**src/include/pds_regs.vh**
```
// register map, field positions, reset values and timing constants of the phase directional block
`ifndef PDS_REGS_VH
`define PDS_REGS_VH

////////////////////////////////////////////////////////////////////////////////
// register byte offsets
`define PDS_ADDR_CTRL 8'h00
`define PDS_ADDR_ANGLE 8'h04
`define PDS_ADDR_POLTHR 8'h08
`define PDS_ADDR_STATUS 8'h0C
`define PDS_ADDR_ID 8'h10

////////////////////////////////////////////////////////////////////////////////
// control register fields
`define PDS_CTRL_ENABLE 0
`define PDS_CTRL_BLOCK_EXP 1
`define PDS_CTRL_ACB 2
`define PDS_CTRL_TARGET_LO 3
`define PDS_CTRL_TARGET_HI 4
`define PDS_CTRL_SRC_LO 5
`define PDS_CTRL_SRC_HI 6
`define PDS_CTRL_W 7

////////////////////////////////////////////////////////////////////////////////
// status register fields, three bits each, phase a lowest
`define PDS_STAT_BLOCK_LO 0
`define PDS_STAT_VOK_LO 3
`define PDS_STAT_MEMV_LO 6
`define PDS_STAT_EXP_LO 9

////////////////////////////////////////////////////////////////////////////////
// reset values; magnitudes in per unit with 1.000 pu = 16'h1000
`define PDS_CTRL_RST 7'h00
`define PDS_ANGLE_RST 16'h0000
`define PDS_POLTHR_RST 16'h0B33
`define PDS_CUR_MIN 16'h00CD
// arbitrary neutral identification value
`define PDS_ID_VALUE 32'h00005D5D

////////////////////////////////////////////////////////////////////////////////
// angle encoding: full turn is 2**16, half turn below
`define PDS_ANGLE_HALF 16'h8000

////////////////////////////////////////////////////////////////////////////////
// axi responses
`define PDS_RESP_OKAY 2'h0
`define PDS_RESP_SLVERR 2'h2

////////////////////////////////////////////////////////////////////////////////
// voltage memory time
`define PDS_MEM_TIME_MS 24'd1000
`define PDS_CLK_KHZ 24'd10000

`endif

```
**src/core/pds_phase.v**
```verilog
// one directional element: polarizing reference, voltage memory, angle comparator
`timescale 1ns/1ps
`include "pds_regs.vh"

module pds_phase
#(
   parameter ANGW = 16,
   parameter MAGW = 16,
   parameter TMRW = 24,
   parameter [TMRW-1:0] MEM_CYCLES = 24'd10000000
)
(
   input wire clk,
   input wire reset_n,
   input wire enable,
   input wire block_on_memory_expiry,
   input wire acb_rotation,
   input wire [ANGW-1:0] characteristic_angle,
   input wire [MAGW-1:0] pol_threshold,
   input wire [MAGW-1:0] cur_mag,
   input wire [ANGW-1:0] cur_angle,
   input wire [MAGW-1:0] pol_mag,
   input wire [ANGW-1:0] pol_angle,
   output reg block_out,
   output wire voltage_ok,
   output reg memory_valid,
   output reg memory_expired
);

reg voltage_ok_d;
reg [ANGW-1:0] mem_angle;
reg [TMRW-1:0] mem_count;
reg next_block;
wire collapse;
wire cur_ok;
wire in_zone;
wire [ANGW-1:0] base_angle;
wire [ANGW-1:0] ref_angle;
wire [ANGW-1:0] diff;

assign voltage_ok = (pol_mag > pol_threshold);
assign collapse = voltage_ok_d & ~voltage_ok;
assign cur_ok = (cur_mag > `PDS_CUR_MIN);
assign base_angle = voltage_ok ? pol_angle : mem_angle;
// acb reverses the line voltage, i.e. adds a half turn
assign ref_angle = base_angle + (acb_rotation ? `PDS_ANGLE_HALF : {ANGW{1'b0}}) + characteristic_angle;
assign diff = cur_angle - ref_angle;
// top two bits equal means the difference lies in the -90..+90 half plane
assign in_zone = (diff[ANGW-1] == diff[ANGW-2]);

////////////////////////////////////////////////////////////////////////////////
// voltage memory and its validity timer
always @(posedge clk)
begin
   if (!reset_n)
   begin
      voltage_ok_d <= 1'b0;
      mem_angle <= {ANGW{1'b0}};
      mem_count <= {TMRW{1'b0}};
      memory_valid <= 1'b0;
      memory_expired <= 1'b1;
   end
   else
   begin
      voltage_ok_d <= voltage_ok;
      if (voltage_ok)
      begin
         mem_angle <= pol_angle;
         mem_count <= {TMRW{1'b0}};
         memory_valid <= 1'b0;
         memory_expired <= 1'b0;
      end
      else if (collapse)
      begin
         mem_count <= {TMRW{1'b0}};
         memory_valid <= 1'b1;
      end
      else if (memory_valid)
      begin
         if (mem_count == MEM_CYCLES - 1'b1)
         begin
            memory_valid <= 1'b0;
            memory_expired <= 1'b1;
         end
         else
         begin
            mem_count <= mem_count + 1'b1;
         end
      end
   end
end

////////////////////////////////////////////////////////////////////////////////
// output decision
always @*
begin
   if (!enable || !cur_ok)
   begin
      next_block = 1'b0;
   end
   // the collapse cycle already runs on the stored angle, else one false expiry decision
   else if (voltage_ok || memory_valid || collapse)
   begin
      next_block = ~in_zone;
   end
   else
   begin
      next_block = block_on_memory_expiry;
   end
end

always @(posedge clk)
begin
   if (!reset_n)
   begin
      block_out <= 1'b0;
   end
   else
   begin
      block_out <= next_block;
   end
end

endmodule // pds_phase

```
**src/core/pds_top.v**
```verilog
// phase directional supervision: three elements behind an axi4-lite settings slave
//
// Added by the designer: the address map and register access over AXI4-Lite.
`timescale 1ns/1ps
`include "pds_regs.vh"

module pds_top
#(
   parameter NSRC = 4,
   parameter SRCW = 2,
   parameter ANGW = 16,
   parameter MAGW = 16,
   parameter TMRW = 24,
   parameter [TMRW-1:0] MEM_CYCLES = `PDS_MEM_TIME_MS * `PDS_CLK_KHZ
)
(
   input wire CORE_CLK,
   input wire RESET_N,
   input wire [NSRC*3*MAGW-1:0] PHASE_CURRENT_MAG,
   input wire [NSRC*3*ANGW-1:0] PHASE_CURRENT_ANGLE,
   input wire [NSRC*3*MAGW-1:0] LINE_VOLTAGE_MAG,
   input wire [NSRC*3*ANGW-1:0] LINE_VOLTAGE_ANGLE,
   output wire [2:0] DIRECTIONAL_BLOCK,
   input wire [7:0] S_AXI_AWADDR,
   input wire [2:0] S_AXI_AWPROT,
   input wire S_AXI_AWVALID,
   output wire S_AXI_AWREADY,
   input wire [31:0] S_AXI_WDATA,
   input wire [3:0] S_AXI_WSTRB,
   input wire S_AXI_WVALID,
   output wire S_AXI_WREADY,
   output reg [1:0] S_AXI_BRESP,
   output reg S_AXI_BVALID,
   input wire S_AXI_BREADY,
   input wire [7:0] S_AXI_ARADDR,
   input wire [2:0] S_AXI_ARPROT,
   input wire S_AXI_ARVALID,
   output wire S_AXI_ARREADY,
   output reg [31:0] S_AXI_RDATA,
   output reg [1:0] S_AXI_RRESP,
   output reg S_AXI_RVALID,
   input wire S_AXI_RREADY
);

////////////////////////////////////////////////////////////////////////////////
// settings registers

reg [`PDS_CTRL_W-1:0] ctrl;
reg [ANGW-1:0] characteristic_angle;
reg [MAGW-1:0] pol_threshold;

wire enable;
wire block_on_memory_expiry;
wire acb_rotation;
wire [SRCW-1:0] src_sel;
wire [2:0] block_vec;
wire [2:0] vok_vec;
wire [2:0] memv_vec;
wire [2:0] exp_vec;

assign enable = ctrl[`PDS_CTRL_ENABLE];
assign block_on_memory_expiry = ctrl[`PDS_CTRL_BLOCK_EXP];
assign acb_rotation = ctrl[`PDS_CTRL_ACB];
// the target field is stored and read back only; it steers nothing
assign src_sel = ctrl[`PDS_CTRL_SRC_HI:`PDS_CTRL_SRC_LO];

////////////////////////////////////////////////////////////////////////////////
// write channel state

reg aw_have;
reg w_have;
reg [7:0] aw_addr;
reg [31:0] w_data;
reg [3:0] w_strb;
wire do_write;

assign S_AXI_AWREADY = ~aw_have & ~S_AXI_BVALID;
assign S_AXI_WREADY = ~w_have & ~S_AXI_BVALID;
assign do_write = aw_have & w_have;

function [31:0] pds_merge;
   input [31:0] old_value;
   input [31:0] new_value;
   input [3:0] strb;
   integer b;
   begin
      pds_merge = old_value;
      for (b = 0; b < 4; b = b + 1)
      begin
         if (strb[b])
         begin
            pds_merge[b*8 +: 8] = new_value[b*8 +: 8];
         end
      end
   end
endfunction

wire [31:0] ctrl_merged;
wire [31:0] angle_merged;
wire [31:0] thr_merged;
wire write_mapped;

assign ctrl_merged = pds_merge({{(32-`PDS_CTRL_W){1'b0}}, ctrl}, w_data, w_strb);
assign angle_merged = pds_merge({{(32-ANGW){1'b0}}, characteristic_angle}, w_data, w_strb);
assign thr_merged = pds_merge({{(32-MAGW){1'b0}}, pol_threshold}, w_data, w_strb);
assign write_mapped = (aw_addr == `PDS_ADDR_CTRL) || (aw_addr == `PDS_ADDR_ANGLE) ||
                      (aw_addr == `PDS_ADDR_POLTHR);

always @(posedge CORE_CLK)
begin
   if (!RESET_N)
   begin
      aw_have <= 1'b0;
      w_have <= 1'b0;
      aw_addr <= 8'h00;
      w_data <= 32'h00000000;
      w_strb <= 4'h0;
      S_AXI_BVALID <= 1'b0;
      S_AXI_BRESP <= `PDS_RESP_OKAY;
   end
   else
   begin
      if (S_AXI_AWVALID && S_AXI_AWREADY)
      begin
         aw_have <= 1'b1;
         aw_addr <= S_AXI_AWADDR;
      end
      if (S_AXI_WVALID && S_AXI_WREADY)
      begin
         w_have <= 1'b1;
         w_data <= S_AXI_WDATA;
         w_strb <= S_AXI_WSTRB;
      end
      if (do_write)
      begin
         aw_have <= 1'b0;
         w_have <= 1'b0;
         S_AXI_BVALID <= 1'b1;
         S_AXI_BRESP <= write_mapped ? `PDS_RESP_OKAY : `PDS_RESP_SLVERR;
      end
      else if (S_AXI_BVALID && S_AXI_BREADY)
      begin
         S_AXI_BVALID <= 1'b0;
      end
   end
end

////////////////////////////////////////////////////////////////////////////////
// settings update; writes to status or id are refused with slverr

always @(posedge CORE_CLK)
begin
   if (!RESET_N)
   begin
      ctrl <= `PDS_CTRL_RST;
      characteristic_angle <= `PDS_ANGLE_RST;
      pol_threshold <= `PDS_POLTHR_RST;
   end
   else if (do_write)
   begin
      case (aw_addr)
         `PDS_ADDR_CTRL:
         begin
            ctrl <= ctrl_merged[`PDS_CTRL_W-1:0];
         end
         `PDS_ADDR_ANGLE:
         begin
            characteristic_angle <= angle_merged[ANGW-1:0];
         end
         `PDS_ADDR_POLTHR:
         begin
            pol_threshold <= thr_merged[MAGW-1:0];
         end
         default:
         begin
            ctrl <= ctrl;
         end
      endcase
   end
end

////////////////////////////////////////////////////////////////////////////////
// read channel

reg [31:0] next_rdata;
reg [1:0] next_rresp;
wire [31:0] status_word;

assign S_AXI_ARREADY = ~S_AXI_RVALID;
assign status_word = {20'h00000, exp_vec, memv_vec, vok_vec, block_vec};

always @*
begin
   next_rresp = `PDS_RESP_OKAY;
   case (S_AXI_ARADDR)
      `PDS_ADDR_CTRL:
      begin
         next_rdata = {{(32-`PDS_CTRL_W){1'b0}}, ctrl};
      end
      `PDS_ADDR_ANGLE:
      begin
         next_rdata = {{(32-ANGW){1'b0}}, characteristic_angle};
      end
      `PDS_ADDR_POLTHR:
      begin
         next_rdata = {{(32-MAGW){1'b0}}, pol_threshold};
      end
      `PDS_ADDR_STATUS:
      begin
         next_rdata = status_word;
      end
      `PDS_ADDR_ID:
      begin
         next_rdata = `PDS_ID_VALUE;
      end
      default:
      begin
         next_rdata = 32'h00000000;
         next_rresp = `PDS_RESP_SLVERR;
      end
   endcase
end

always @(posedge CORE_CLK)
begin
   if (!RESET_N)
   begin
      S_AXI_RVALID <= 1'b0;
      S_AXI_RDATA <= 32'h00000000;
      S_AXI_RRESP <= `PDS_RESP_OKAY;
   end
   else if (S_AXI_ARVALID && S_AXI_ARREADY)
   begin
      S_AXI_RVALID <= 1'b1;
      S_AXI_RDATA <= next_rdata;
      S_AXI_RRESP <= next_rresp;
   end
   else if (S_AXI_RVALID && S_AXI_RREADY)
   begin
      S_AXI_RVALID <= 1'b0;
   end
end

////////////////////////////////////////////////////////////////////////////////
// three phase elements
// line voltages are packed ab, bc, ca; phase i is polarized by entry (i+1) mod 3,
// so a sees bc, b sees ca, c sees ab for abc rotation

genvar i;
generate
   for (i = 0; i < 3; i = i + 1)
   begin : g_phase
      localparam VIDX = (i + 1) % 3;
      wire [MAGW-1:0] cur_mag;
      wire [ANGW-1:0] cur_angle;
      wire [MAGW-1:0] pol_mag;
      wire [ANGW-1:0] pol_angle;

      // source mux; one cycle of select change may mix channels for one decision
      assign cur_mag = PHASE_CURRENT_MAG[(src_sel * 3 + i) * MAGW +: MAGW];
      assign cur_angle = PHASE_CURRENT_ANGLE[(src_sel * 3 + i) * ANGW +: ANGW];
      assign pol_mag = LINE_VOLTAGE_MAG[(src_sel * 3 + VIDX) * MAGW +: MAGW];
      assign pol_angle = LINE_VOLTAGE_ANGLE[(src_sel * 3 + VIDX) * ANGW +: ANGW];

      pds_phase
      #(
         .ANGW(ANGW),
         .MAGW(MAGW),
         .TMRW(TMRW),
         .MEM_CYCLES(MEM_CYCLES)
      )
      u_phase
      (
         .clk(CORE_CLK),
         .reset_n(RESET_N),
         .enable(enable),
         .block_on_memory_expiry(block_on_memory_expiry),
         .acb_rotation(acb_rotation),
         .characteristic_angle(characteristic_angle),
         .pol_threshold(pol_threshold),
         .cur_mag(cur_mag),
         .cur_angle(cur_angle),
         .pol_mag(pol_mag),
         .pol_angle(pol_angle),
         .block_out(block_vec[i]),
         .voltage_ok(vok_vec[i]),
         .memory_valid(memv_vec[i]),
         .memory_expired(exp_vec[i])
      );
   end
endgenerate

// one independent block line per phase
assign DIRECTIONAL_BLOCK = block_vec;

endmodule // pds_top

```
**config.mk**
```make
export PLATFORM = sky130hd
export DESIGN_NAME = pds_top
export DESIGN_NICKNAME = d
export VERILOG_FILES = /design/src/core/pds_phase.v /design/src/core/pds_top.v
export VERILOG_INCLUDE_DIRS = /design/src /design/src/include
export SDC_FILE = /design/constraint.sdc
export NUM_CORES = 1
export LEC_CHECK = 0
export ABC_CLOCK_PERIOD_IN_PS = 6700
export BUFFER_PORTS_ARGS = -buffer_cell sky130_fd_sc_hd__buf_2
export CAP_MARGIN = 5
export CELL_PAD_IN_SITES_DETAIL_PLACEMENT = 1
export CELL_PAD_IN_SITES_GLOBAL_PLACEMENT = 1
export CORE_AREA = 2 2 338 340
export DETAILED_ROUTE_END_ITERATION = 6
export DIE_AREA = 0 0 340 342
export PLACE_DENSITY_LB_ADDON = 0.25
export RECOVER_POWER = 25
export REMOVE_ABC_BUFFERS = 1
export SETUP_SLACK_MARGIN = 0.05
export SKIP_CTS_REPAIR_TIMING = 1
export SLEW_MARGIN = 40
export SYNTH_ARGS = -nofsm -noshare
export SYNTH_HDL_FRONTEND = slang
export SYNTH_HIERARCHICAL = 1
export SYNTH_SLANG_ARGS = --single-unit
```
**constraint.sdc**
```tcl
create_clock -name CORE_CLK -period 6.7 [get_ports CORE_CLK]
set_input_delay 0.67 -clock CORE_CLK [delete_from_list [all_inputs] [get_ports CORE_CLK]]
set_output_delay 0.67 -clock CORE_CLK [all_outputs]
set_load 0.005 [all_outputs]
```
Yosys cells after proc, flatten, opt, wreduce, memory -nomap -nowiden
Index checks and enable logic that the tools add are counted.
{"block": "totals", "regBits": 237, "in_bits": 833, "output_inout_bits": 44, "word_cells": 188}
{"block": "op_classes", "n_addsub": 14, "mul": 1, "magnitude_cmp": 6, "eq_ne": 15, "shifts": 12, "muxes": 35, "bitwise_logic": 20, "reduce_logical": 52}
{"operator": "192-bit by 33-bit indexed part select with 16-bit output", "count": 6}
{"operator": "192-bit by 9-bit indexed part select with 16-bit output", "count": 4}
{"operator": "192-bit by 10-bit indexed part select with 16-bit output", "count": 2}
{"operator": "16-bit adder", "count": 6}
{"operator": "16-bit case mux with 5 select lines", "count": 1}
{"operator": "24-bit by 1-bit adder with 24-bit output, second input constant", "count": 3}
{"operator": "24-bit == test, second input constant", "count": 3}
{"operator": "16-bit 2-to-1 mux", "count": 4}
{"operator": "16-bit greater-than comparator", "count": 3}
{"operator": "16-bit by 8-bit greater-than comparator with 1-bit output, second input constant", "count": 3}
{"operator": "16-bit subtractor", "count": 3}
{"operator": "1-bit 2-to-1 mux", "count": 28}
{"operator": "8-bit by 4-bit == test with 1-bit output, second input constant", "count": 3}
{"operator": "3-bit AND reduction", "count": 8}
{"operator": "8-bit by 3-bit == test with 1-bit output, second input constant", "count": 2}
{"operator": "8-bit logical NOT", "count": 2}
{"operator": "2-bit nonzero test", "count": 8}
{"operator": "1-bit NOT", "count": 14}
{"operator": "2-bit OR reduction", "count": 7}
{"operator": "1-bit logical OR", "count": 11}
{"operator": "3-bit OR reduction", "count": 3}
{"operator": "8-bit by 5-bit == test with 1-bit output, second input constant", "count": 1}
{"operator": "1-bit bitwise AND", "count": 6}
{"operator": "2-bit by 1-bit inequality test with 1-bit output, second input constant", "count": 3}
{"operator": "other kinds (9)", "count": 21}

Logic depth before layout (Yosys ltp)
Gate-level depths: netlist of the first run.
{"block": "logic_depth", "depth_word": 11, "mapped_depth": 23, "mapped_depth_nobuf": 20}

Hierarchy
The synthesis of the first run kept the hierarchy.
{"module": "pds_top", "n_inst": 1, "cells_per_inst": 660, "area_each_um2": 8105.3, "seq_area_each_um2": 1741.7}
{"module": "pds_phase at g_phase[2].u_phase", "n_inst": 1, "cells_per_inst": 380, "area_each_um2": 3374.5, "seq_area_each_um2": 880.8}
{"module": "pds_phase at g_phase[0].u_phase", "n_inst": 1, "cells_per_inst": 377, "area_each_um2": 3309.4, "seq_area_each_um2": 880.8}
{"module": "pds_phase at g_phase[1].u_phase", "n_inst": 1, "cells_per_inst": 380, "area_each_um2": 3298.2, "seq_area_each_um2": 880.8}

Worst setup path before layout of the first run
No wires, ideal clock.
{"block": "synth_path", "path_kind": "reg-to-reg", "from": "register ctrl[5]", "to": "register g_phase[1].u_phase.block_out", "setup_ns": 0.088, "arrival_ns": 6.176, "t_required_ns": 6.612, "setup_slack_ns": 0.436, "path_stages_with_launch": 24, "path_buffers": 4, "synth_period_minus_slack_ns": 6.264, "cell_sequence": "dfxtp_1 -> buf_2 -> buf_2 -> buf_2 -> mux4_2 -> ha_1 -> a211oi_1 -> a211oi_1 -> o22ai_1 -> nand3_1 -> nand2_1 -> clkbuf_1 -> mux2_2 -> ha_1 -> fa_1 -> inv_1 -> ha_1 -> or4_1 -> a21oi_1 -> a31oi_1 -> o211a_1 -> or4_4 -> a21o_1 -> a311oi_2"}
{"block": "synth_between", "elab_chain_cells": 11, "word_cells_on_any_way": 23, "classes_between": "5 x add/sub; 1 x mul; 2 x order compare; 1 x eq/ne; 4 x shift; 2 x mux; 3 x bitwise; 5 x reduce/logical"}
{"element": "start, declared", "line_no": "pds_top.v:48", "text": "reg [`PDS_CTRL_W-1:0] ctrl;"}
{"element": "start signal, assigned", "line_no": "pds_top.v:155", "text": "ctrl <= `PDS_CTRL_RST;"}
{"element": "start signal, assigned", "line_no": "pds_top.v:164", "text": "ctrl <= ctrl_merged[`PDS_CTRL_W-1:0];"}
{"element": "start signal, assigned", "line_no": "pds_top.v:176", "text": "ctrl <= ctrl;"}
{"element": "2-bit by 2-bit multiplier with 4-bit output", "line_no": "pds_top.v:262", "text": "assign pol_mag = LINE_VOLTAGE_MAG[(src_sel * 3 + VIDX) * MAGW +: MAGW];"}
{"element": "4-bit by 2-bit adder with 5-bit output", "line_no": "pds_top.v:262"}
{"element": "192-bit by 33-bit indexed part select with 16-bit output", "line_no": "pds_top.v:262"}
{"element": "net g_phase[1].pol_mag[9]", "line_no": "pds_top.v:256", "text": "wire [MAGW-1:0] pol_mag;"}
{"element": "16-bit greater-than comparator", "line_no": "pds_phase.v:41", "text": "assign voltage_ok = (pol_mag > pol_threshold);"}
{"element": "16-bit 2-to-1 mux", "line_no": "pds_phase.v:44", "text": "assign base_angle = voltage_ok ? pol_angle : mem_angle;"}
{"element": "net g_phase[1].u_phase.base_angle[5]", "line_no": "pds_phase.v:37", "text": "wire [ANGW-1:0] base_angle;"}
{"element": "16-bit adder (2 in a row)", "line_no": "pds_phase.v:46", "text": "assign ref_angle = base_angle + (acb_rotation ? `PDS_ANGLE_HALF : {ANGW{1'b0}}) + characteristic_angle;"}
{"element": "16-bit subtractor", "line_no": "pds_phase.v:47", "text": "assign diff = cur_angle - ref_angle;"}
{"element": "1-bit == test", "line_no": "pds_phase.v:49", "text": "assign in_zone = (diff[ANGW-1] == diff[ANGW-2]);"}
{"element": "1-bit NOT", "line_no": "pds_phase.v:104", "text": "next_block = ~in_zone;"}
{"element": "1-bit 2-to-1 mux", "line_no": "pds_phase.v:102", "text": "else if (voltage_ok || memory_valid || collapse)"}
{"element": "end signal, assigned", "line_no": "pds_phase.v:120", "text": "block_out <= next_block;"}
{"element": "end, declared", "line_no": "pds_phase.v:24", "text": "output reg block_out,"}
The timed path passes the listed nets, and every way through them passes these cells.
A chain may end at the register's enable or synchronous reset.

Worst setup path in the final report of the first run
Same ends and word-level chain as after synthesis.

==> impl_results.md, run 1 <==
- Status: complete, but fails checks
- Failing checks: capacitance limit, slew limit
- Total gr overflow: 0
- DR vias/cell: approximately 4
- Crit start category: flip-flop
- Leakage: 10.6 nW
- GR Util All Layers: 14.4%
- Number of routed nets with antenna violations: 0
- GP Congestion: 0.855
- Finished Layout Cells: 4136
- Fmax: about 160 MHz
- Post-synthesis average cell area: around 10 µm²
- Core Region: 113000 µm²
- Final core occ: about 22%
- Initial core utilization: 15.9%
- CTS H-tree lvls: 2
- Die Area: 116000 µm²
- Worst path cell trace: buf_12 -> mux4_2 -> ha_1 -> a211oi_1 -> a211oi_1 -> o22ai_2 -> nand3_1 -> nand2_1 -> buf_12 -> mux2_2 -> ha_1 -> fa_1 -> inv_1 -> ha_1 -> and3_1 -> a221oi_1 -> o21ai_0 -> o211a_1 -> or4_4 -> a21o_1 -> a311oi_2
- CP Data Arrival Time: 6.75 ns
- TritonCTS Buffers: 34
- Post-Syn Instances: 1794
- Max_slew headroom: -42.7%
- DPL Wire Length: 71900 µm
- Hold Vio Cnt, Final: 0
- Routed wl met3: 5620 µm
- Crit path time final: 6.30 ns
- WL/cell: 20.8 µm
- Reg-to-reg setup timing slack: 0.40 ns
- Top-level I/O count: 877
- CTS tree: yes
- DR vias: 17008
- Multi-input gate area: between 10000 and 15000 µm²
- Die width: 340 µm
- Initial drt markers: 699
- Count of pins over their slew limit: 33
- Top sig layer: met5
- Pin count of the biggest net entering global routing: 100
- Final Net Count: between 3000 and 4000
- Netlist Area Pre-Place: 18000 µm²
- Initial antenna violation count: 17
- Number of global-route vias before repair: 18296
- Global-route wire length before repair: 123000 µm
- Met2 routed WL: 42000 µm
- Rows: 124
- Ys Warns: 6
- Max clock buf depth: 3
- Placed Cells: 4068
- RSZ-0062 raised after global routing: false
- # clock sinks: about 220
- Total of max-cap violations: 1
- Worst-path clk slew: around 0.06 ns
- PortBufs: 822
- Routed metal-1 wirelength: approximately 37000 µm
- Hold Crit Class: in2reg
- Top cell by count, worst path: ha_1
- Max rail drop VDD: about 0.12 mV
- WL final: around 86000 µm
- Worst-skew pair later-pin latency: 0.54 ns
- Fill count: between 10000 and 15000
- Max incr delay on CP: 0.55 ns
- Root buffer cell: clkbuf_16
- Endpoints failing setup: 0
- Reg area: ~4400 µm²
- Crit path kind: reg2reg
- Synth-to-Final Area Change: 38.8%
- Pwr dens: 158 nW/µm²
- Worst-Margin Slew: 2.14 ns
- WP data required: 7.15 ns
- Die Y-Extent: 342 µm
- Slowest-stage cell, CP: mux4_2
- Number of remaining DRC errors: 0
- Final worst-path cycle share: 94.0%
- CP Max Fanout: 18
- Skew final: 0.0227 ns
- Setup crit end kind: flip-flop
- Initial DRT Pass Iterations: 4
- Share of cells above drive strength 1: 43.8%
-- report_power, final --
| part | switching (mW) | internal [mW] | total (mW) |
|---|---|---|---|
| combinational | 0.416 | 0.448 | 0.864 |
| clock | 0.698 | 1.04 | 1.73 |
| sequential | 0.0235 | 1.34 | 1.36 |
-- worst max-delay path, delay by kind of cell (launching register included) --
kind / cells / cell delay, ns
muxes: 2 / 0.91
and+or+nand+nor: 4 / 0.98
DFF: 1 / 0.49
buffers and inverters: 3 / 0.44
AOI/OAI and AO/OA: 8 / 1.89
adders and majority gates: 4 / 1.46
-- flip-flops by register name (all words and copies together), names as in the netlist, 2 cells and up --
signal,count
characteristic_angle,16
ctrl,7
S_AXI_RDATA,16
w_strb,2
g_phase.u_phase/voltage_ok_d,3
g_phase.u_phase/memory_expired,3
w_data,16
aw_addr,8
g_phase.u_phase/mem_angle,48
g_phase.u_phase/memory_valid,3
g_phase.u_phase/mem_count,72
pol_threshold,16
g_phase.u_phase/block_out,3
-- placed cells by master, fill, tap and decap left out, types with 8 or more instances in the layout --
cell type	instances
and2_1	52
inv_1	199
o211ai_1	8
mux4_2	191
nor2_1	123
a211oi_1	12
clkbuf_1	28
nand4_1	34
conb_1	18
xnor2_1	49
buf_4	30
mux2i_1	17
a21oi_1	59
and3_1	9
nor3_1	17
xor2_1	34
dfxtp_1	216
mux2_2	40
nor4_1	18
nand3_1	76
fa_1	39
buf_2	800
nand2_1	144
mux2_1	10
nor2b_1	13
ha_1	141
clkbuf_16	35
buf_12	8
o21ai_0	57
-- final timing paths --
check | startpoint | endpoint | depth (start not counted)
hold reg to reg | aw_addr[4] | aw_addr[4] | 2
setup reg to reg | ctrl[5] | g_phase[1].u_phase/block_out | 21
setup / recovery | ctrl[5] | g_phase[1].u_phase/block_out | 21
hold / removal | S_AXI_RREADY | S_AXI_RVALID | 2
-- layout make-up --
cell class	instances	area share (%)
antenna	4	0.0400
clock buffer	46	3.95
clock inverter	13	0.350
inverter	199	2.99
multi-input combinational	1281	49.6
sequential	219	17.6
tap	1512	7.56
timing repair buffer	862	17.9
-- metal layers --
layer | vias up | GRT usage (%)
li1 | 8097 | -
met3 | 80 | 3.52
met1 | 8315 | 18.2
met5 | - | 0
met2 | 504 | 24.7
met4 | 12 | 3.30
-- through the flow --
| stage | setup slack [ns] | hold WS [ns] | cell area (µm²) | TNS [ns] | power [mW] |
|---|---|---|---|---|---|
| final | 0.401 | 0.322 | 25000 | 0 | 3.96 |
| after detailed placement | 0.118 | 0.445 | 23900 | 0 | 2.27 |
| after floorplan | -6.45 | 0.432 | 17500 | -530.75 | 1.82 |
| after CTS | 0.192 | 0.278 | 25000 | 0 | 4.07 |
| after global placement | 0.232 | 0.438 | 23900 | 0 | 2.25 |
| after global routing | 0.0683 | 0.296 | 25000 | 0 | 4.22 |
Note: power is estimated with default switching activity, not from simulation.
==> run 2: changes to the inputs <==
--- a/config.mk
+++ b/config.mk
@@ -7,13 +7,14 @@
 export NUM_CORES = 1
 export LEC_CHECK = 0
 export ABC_CLOCK_PERIOD_IN_PS = 6700
-export BUFFER_PORTS_ARGS = -buffer_cell sky130_fd_sc_hd__buf_2
 export CAP_MARGIN = 5
 export CELL_PAD_IN_SITES_DETAIL_PLACEMENT = 1
 export CELL_PAD_IN_SITES_GLOBAL_PLACEMENT = 1
-export CORE_AREA = 2 2 338 340
+export CORE_AREA = 2 2 342 344
 export DETAILED_ROUTE_END_ITERATION = 6
-export DIE_AREA = 0 0 340 342
+export DIE_AREA = 0 0 344 346
+export DONT_BUFFER_PORTS = 1
+export MAX_ROUTING_LAYER = met4
 export PLACE_DENSITY_LB_ADDON = 0.25
 export RECOVER_POWER = 25
 export REMOVE_ABC_BUFFERS = 1
==> run 2 against run 1 <==
Compared with the run above: first-iteration DRC count rose by 3.9%; the run now ends clean; die area rose by 2.4%; global-route usage fell by 1.2 points; critical endpoint is now g_phase[0].u_phase/block_out; non-clock buffer count fell by 844; sequential share of layout area rose by 3.4 points; combinational power fell by 30%; clock-buffer cell count rose by 1; routed wire length fell by 7.1%; register-to-register slack improved by 0.04 ns; critical path depth rose by 1; cell count fell by 20%; sequential cell count did not move.
==> impl_results.md, run 2 (same netlist as run 1, synthesis figures left out) <==
- Crit start category: flip-flop
- Max incr delay on CP: about 0.55 ns
- Final worst-path cycle share: between 90 and 100%
- Root buffer cell: clkbuf_16
- Max clock buf depth: 3
- Reg2Reg Depth: 22
- WP data required: between 7 and 8 ns
- Synth-to-Final Area Change: 16.4%
- Setup crit end kind: flip-flop
- Regs by FF count: g_phase.u_phase/mem_count x72, g_phase.u_phase/mem_angle x48
- Commonest non-fill, non-tap cells in the layout: 216 x dfxtp_1, 199 x inv_1, 191 x mux4_2
- Top cell by count, worst path: ha_1
- Number of global-route vias before repair: 15343
- Fmax: roughly 160 MHz
- RSZ-0062 raised after global routing: false
- Pin count of the biggest net entering global routing: 142
- Max rail drop VDD: roughly 0.17 mV
- WL final: approximately 80000 µm
- Hold Vio Cnt, Final: 0
- Rows: 125
- Skew final: approximately 0.021 ns
- Crit path kind: reg2reg
- Worst-path clk slew: 0.06 ns
- Die Area: approximately 120000 µm²
- Reg-to-reg setup timing slack: 0.44 ns
- Slowest-stage cell, CP: or4_4
- Placed Cells: 3237
- Worst path cell trace: buf_16 -> mux4_2 -> ha_1 -> nand4_1 -> a211oi_1 -> o22ai_2 -> nand3_1 -> nand2_1 -> buf_12 -> mux2_2 -> ha_1 -> fa_1 -> inv_1 -> ha_1 -> nand4_1 -> a2111o_1 -> a31oi_1 -> buf_4 -> nor4_1 -> or4_4 -> a21o_1 -> a311oi_2
- DR vias: approximately 14000
- CTS H-tree lvls: 2
- Final Net Count: 2766
- Dpl ws: 0.0699 ns
- Die width: 344 µm
- Global-route wire length before repair: 108000 µm
- Initial drt markers: 726
- CP Max Fanout: 24
- Final worst slack: 0.442 ns
- Max_slew headroom: 26.0%
- Share of cells above drive strength 1: 18.6%
- Sum Neg Setup Slack: 0 ns
- Initial antenna violation count: 34
- Leakage: 7.38 nW
- DR vias/cell: around 4.3
- Worst setup path end: g_phase[0].u_phase/block_out
- Endpoints failing setup: 0
- R2R Path End: g_phase[0].u_phase/block_out
- Hold_ws: about 0.23 ns
- TritonCTS Buffers: 34
- Core Region: roughly 120000 µm²
- GR Util All Layers: between 10% and 20%
- PortBufs: 0
- Die Y-Extent: about 350 µm
- Top reg by flops: g_phase.u_phase/mem_count
- Pwr dens: roughly 180 nW/µm²
- Number of remaining DRC errors: 0
- CTS tree: yes
- Critical path origin: ctrl[5]
- CP Data Arrival Time: 6.72 ns
- Count of pins over their slew limit: 0
- Number of routed nets with antenna violations: 0
- DPL Wire Length: between 60000 and 70000 µm
- Worst reg2reg path startpoint: ctrl[5]
- GP Congestion: 0.864
- Initial core utilization: 15.6%
- Final core occ: 18.2%
- Placed Area: roughly 20000 µm²
- Initial DRT Pass Iterations: 5
- Worst-Margin Slew: 1.11 ns
- Top-level I/O count: 877
- Most common cell after layout, fill and taps aside: dfxtp_1
- Hold Crit Class: in2reg
- # clock sinks: 219
- Total gr overflow: 0
- Total of max-cap violations: 0
- Finished Layout Cells: approximately 3300
- Largest register FFs: 72
- Fin area: 21000 µm²
- Crit path time final: 6.26 ns
- WL/cell: 24.1 µm
- Total power: 3.86 mW
- Status: completed
- Worst-skew pair later-pin latency: roughly 0.55 ns
## run 2: cell types whose count changed in the layout (fill, tap and decap cells not counted), sizes merged
| cell | change |
|---|---|
| diode | +22 |
| clkbuf | -20 |
| inv | +1 |
| buf | -823 |
| clkinv | -3 |
| bufinv | +2 |
| clkinvlp | +1 |
## run 2: final cells by class
| type | instances | area, µm² |
|---|---|---|
| diodes | 26 | 65.1 |
| clock buffers | 47 | 1020 |
| clock inverters | 14 | 158 |
| fillers | 13407 | 94400 |
| inverters | 199 | 747 |
| multi-input cells | 1281 | 12400 |
| flip-flops and latches | 219 | 4390 |
| well taps | 1524 | 1910 |
| repair buffers | 18 | 268 |
## run 2: critical path, delay by kind of cell, from the launching register on
| family | cells | cell delay (ns) |
|---|---|---|
| adder cells (fa/ha/maj) | 4 | 1.43 |
| buffers and inverters | 4 | 0.62 |
| AND/OR/NAND/NOR | 6 | 1.16 |
| multiplexers | 2 | 0.90 |
| flip-flops | 1 | 0.41 |
| AO/OA/AOI/OAI | 6 | 1.61 |
## run 2: routing by layer
layer	share of wire [%]	up-vias	track usage [%]
li1	-	6431	-
met1	44	7119	16.2
met2	47	557	20.7
met3	7.3	80	3.77
met4	2.4	0	4.13
met5	0	-	-
## run 2: power by group
part / internal, mW / switching [mW] / total [mW]
logic: 0.285 / 0.321 / 0.606
clock network: 1.15 / 0.739 / 1.89
registers: 1.34 / 0.0230 / 1.36
total: 2.78 / 1.08 / 3.86
## run 2: worst min path at each step
stage                               to  cells after the start          from  slack (ns)
after floorplan             aw_addr[4]                      2    aw_addr[4]        0.43
after global placement      aw_addr[4]                      2    aw_addr[4]        0.44
after detailed placement    aw_addr[4]                      2    aw_addr[4]        0.45
after CTS                 S_AXI_RVALID                      1  S_AXI_RREADY        0.18
after global routing      S_AXI_RVALID                      1  S_AXI_RREADY        0.19
final                     S_AXI_RVALID                      1  S_AXI_RREADY        0.23
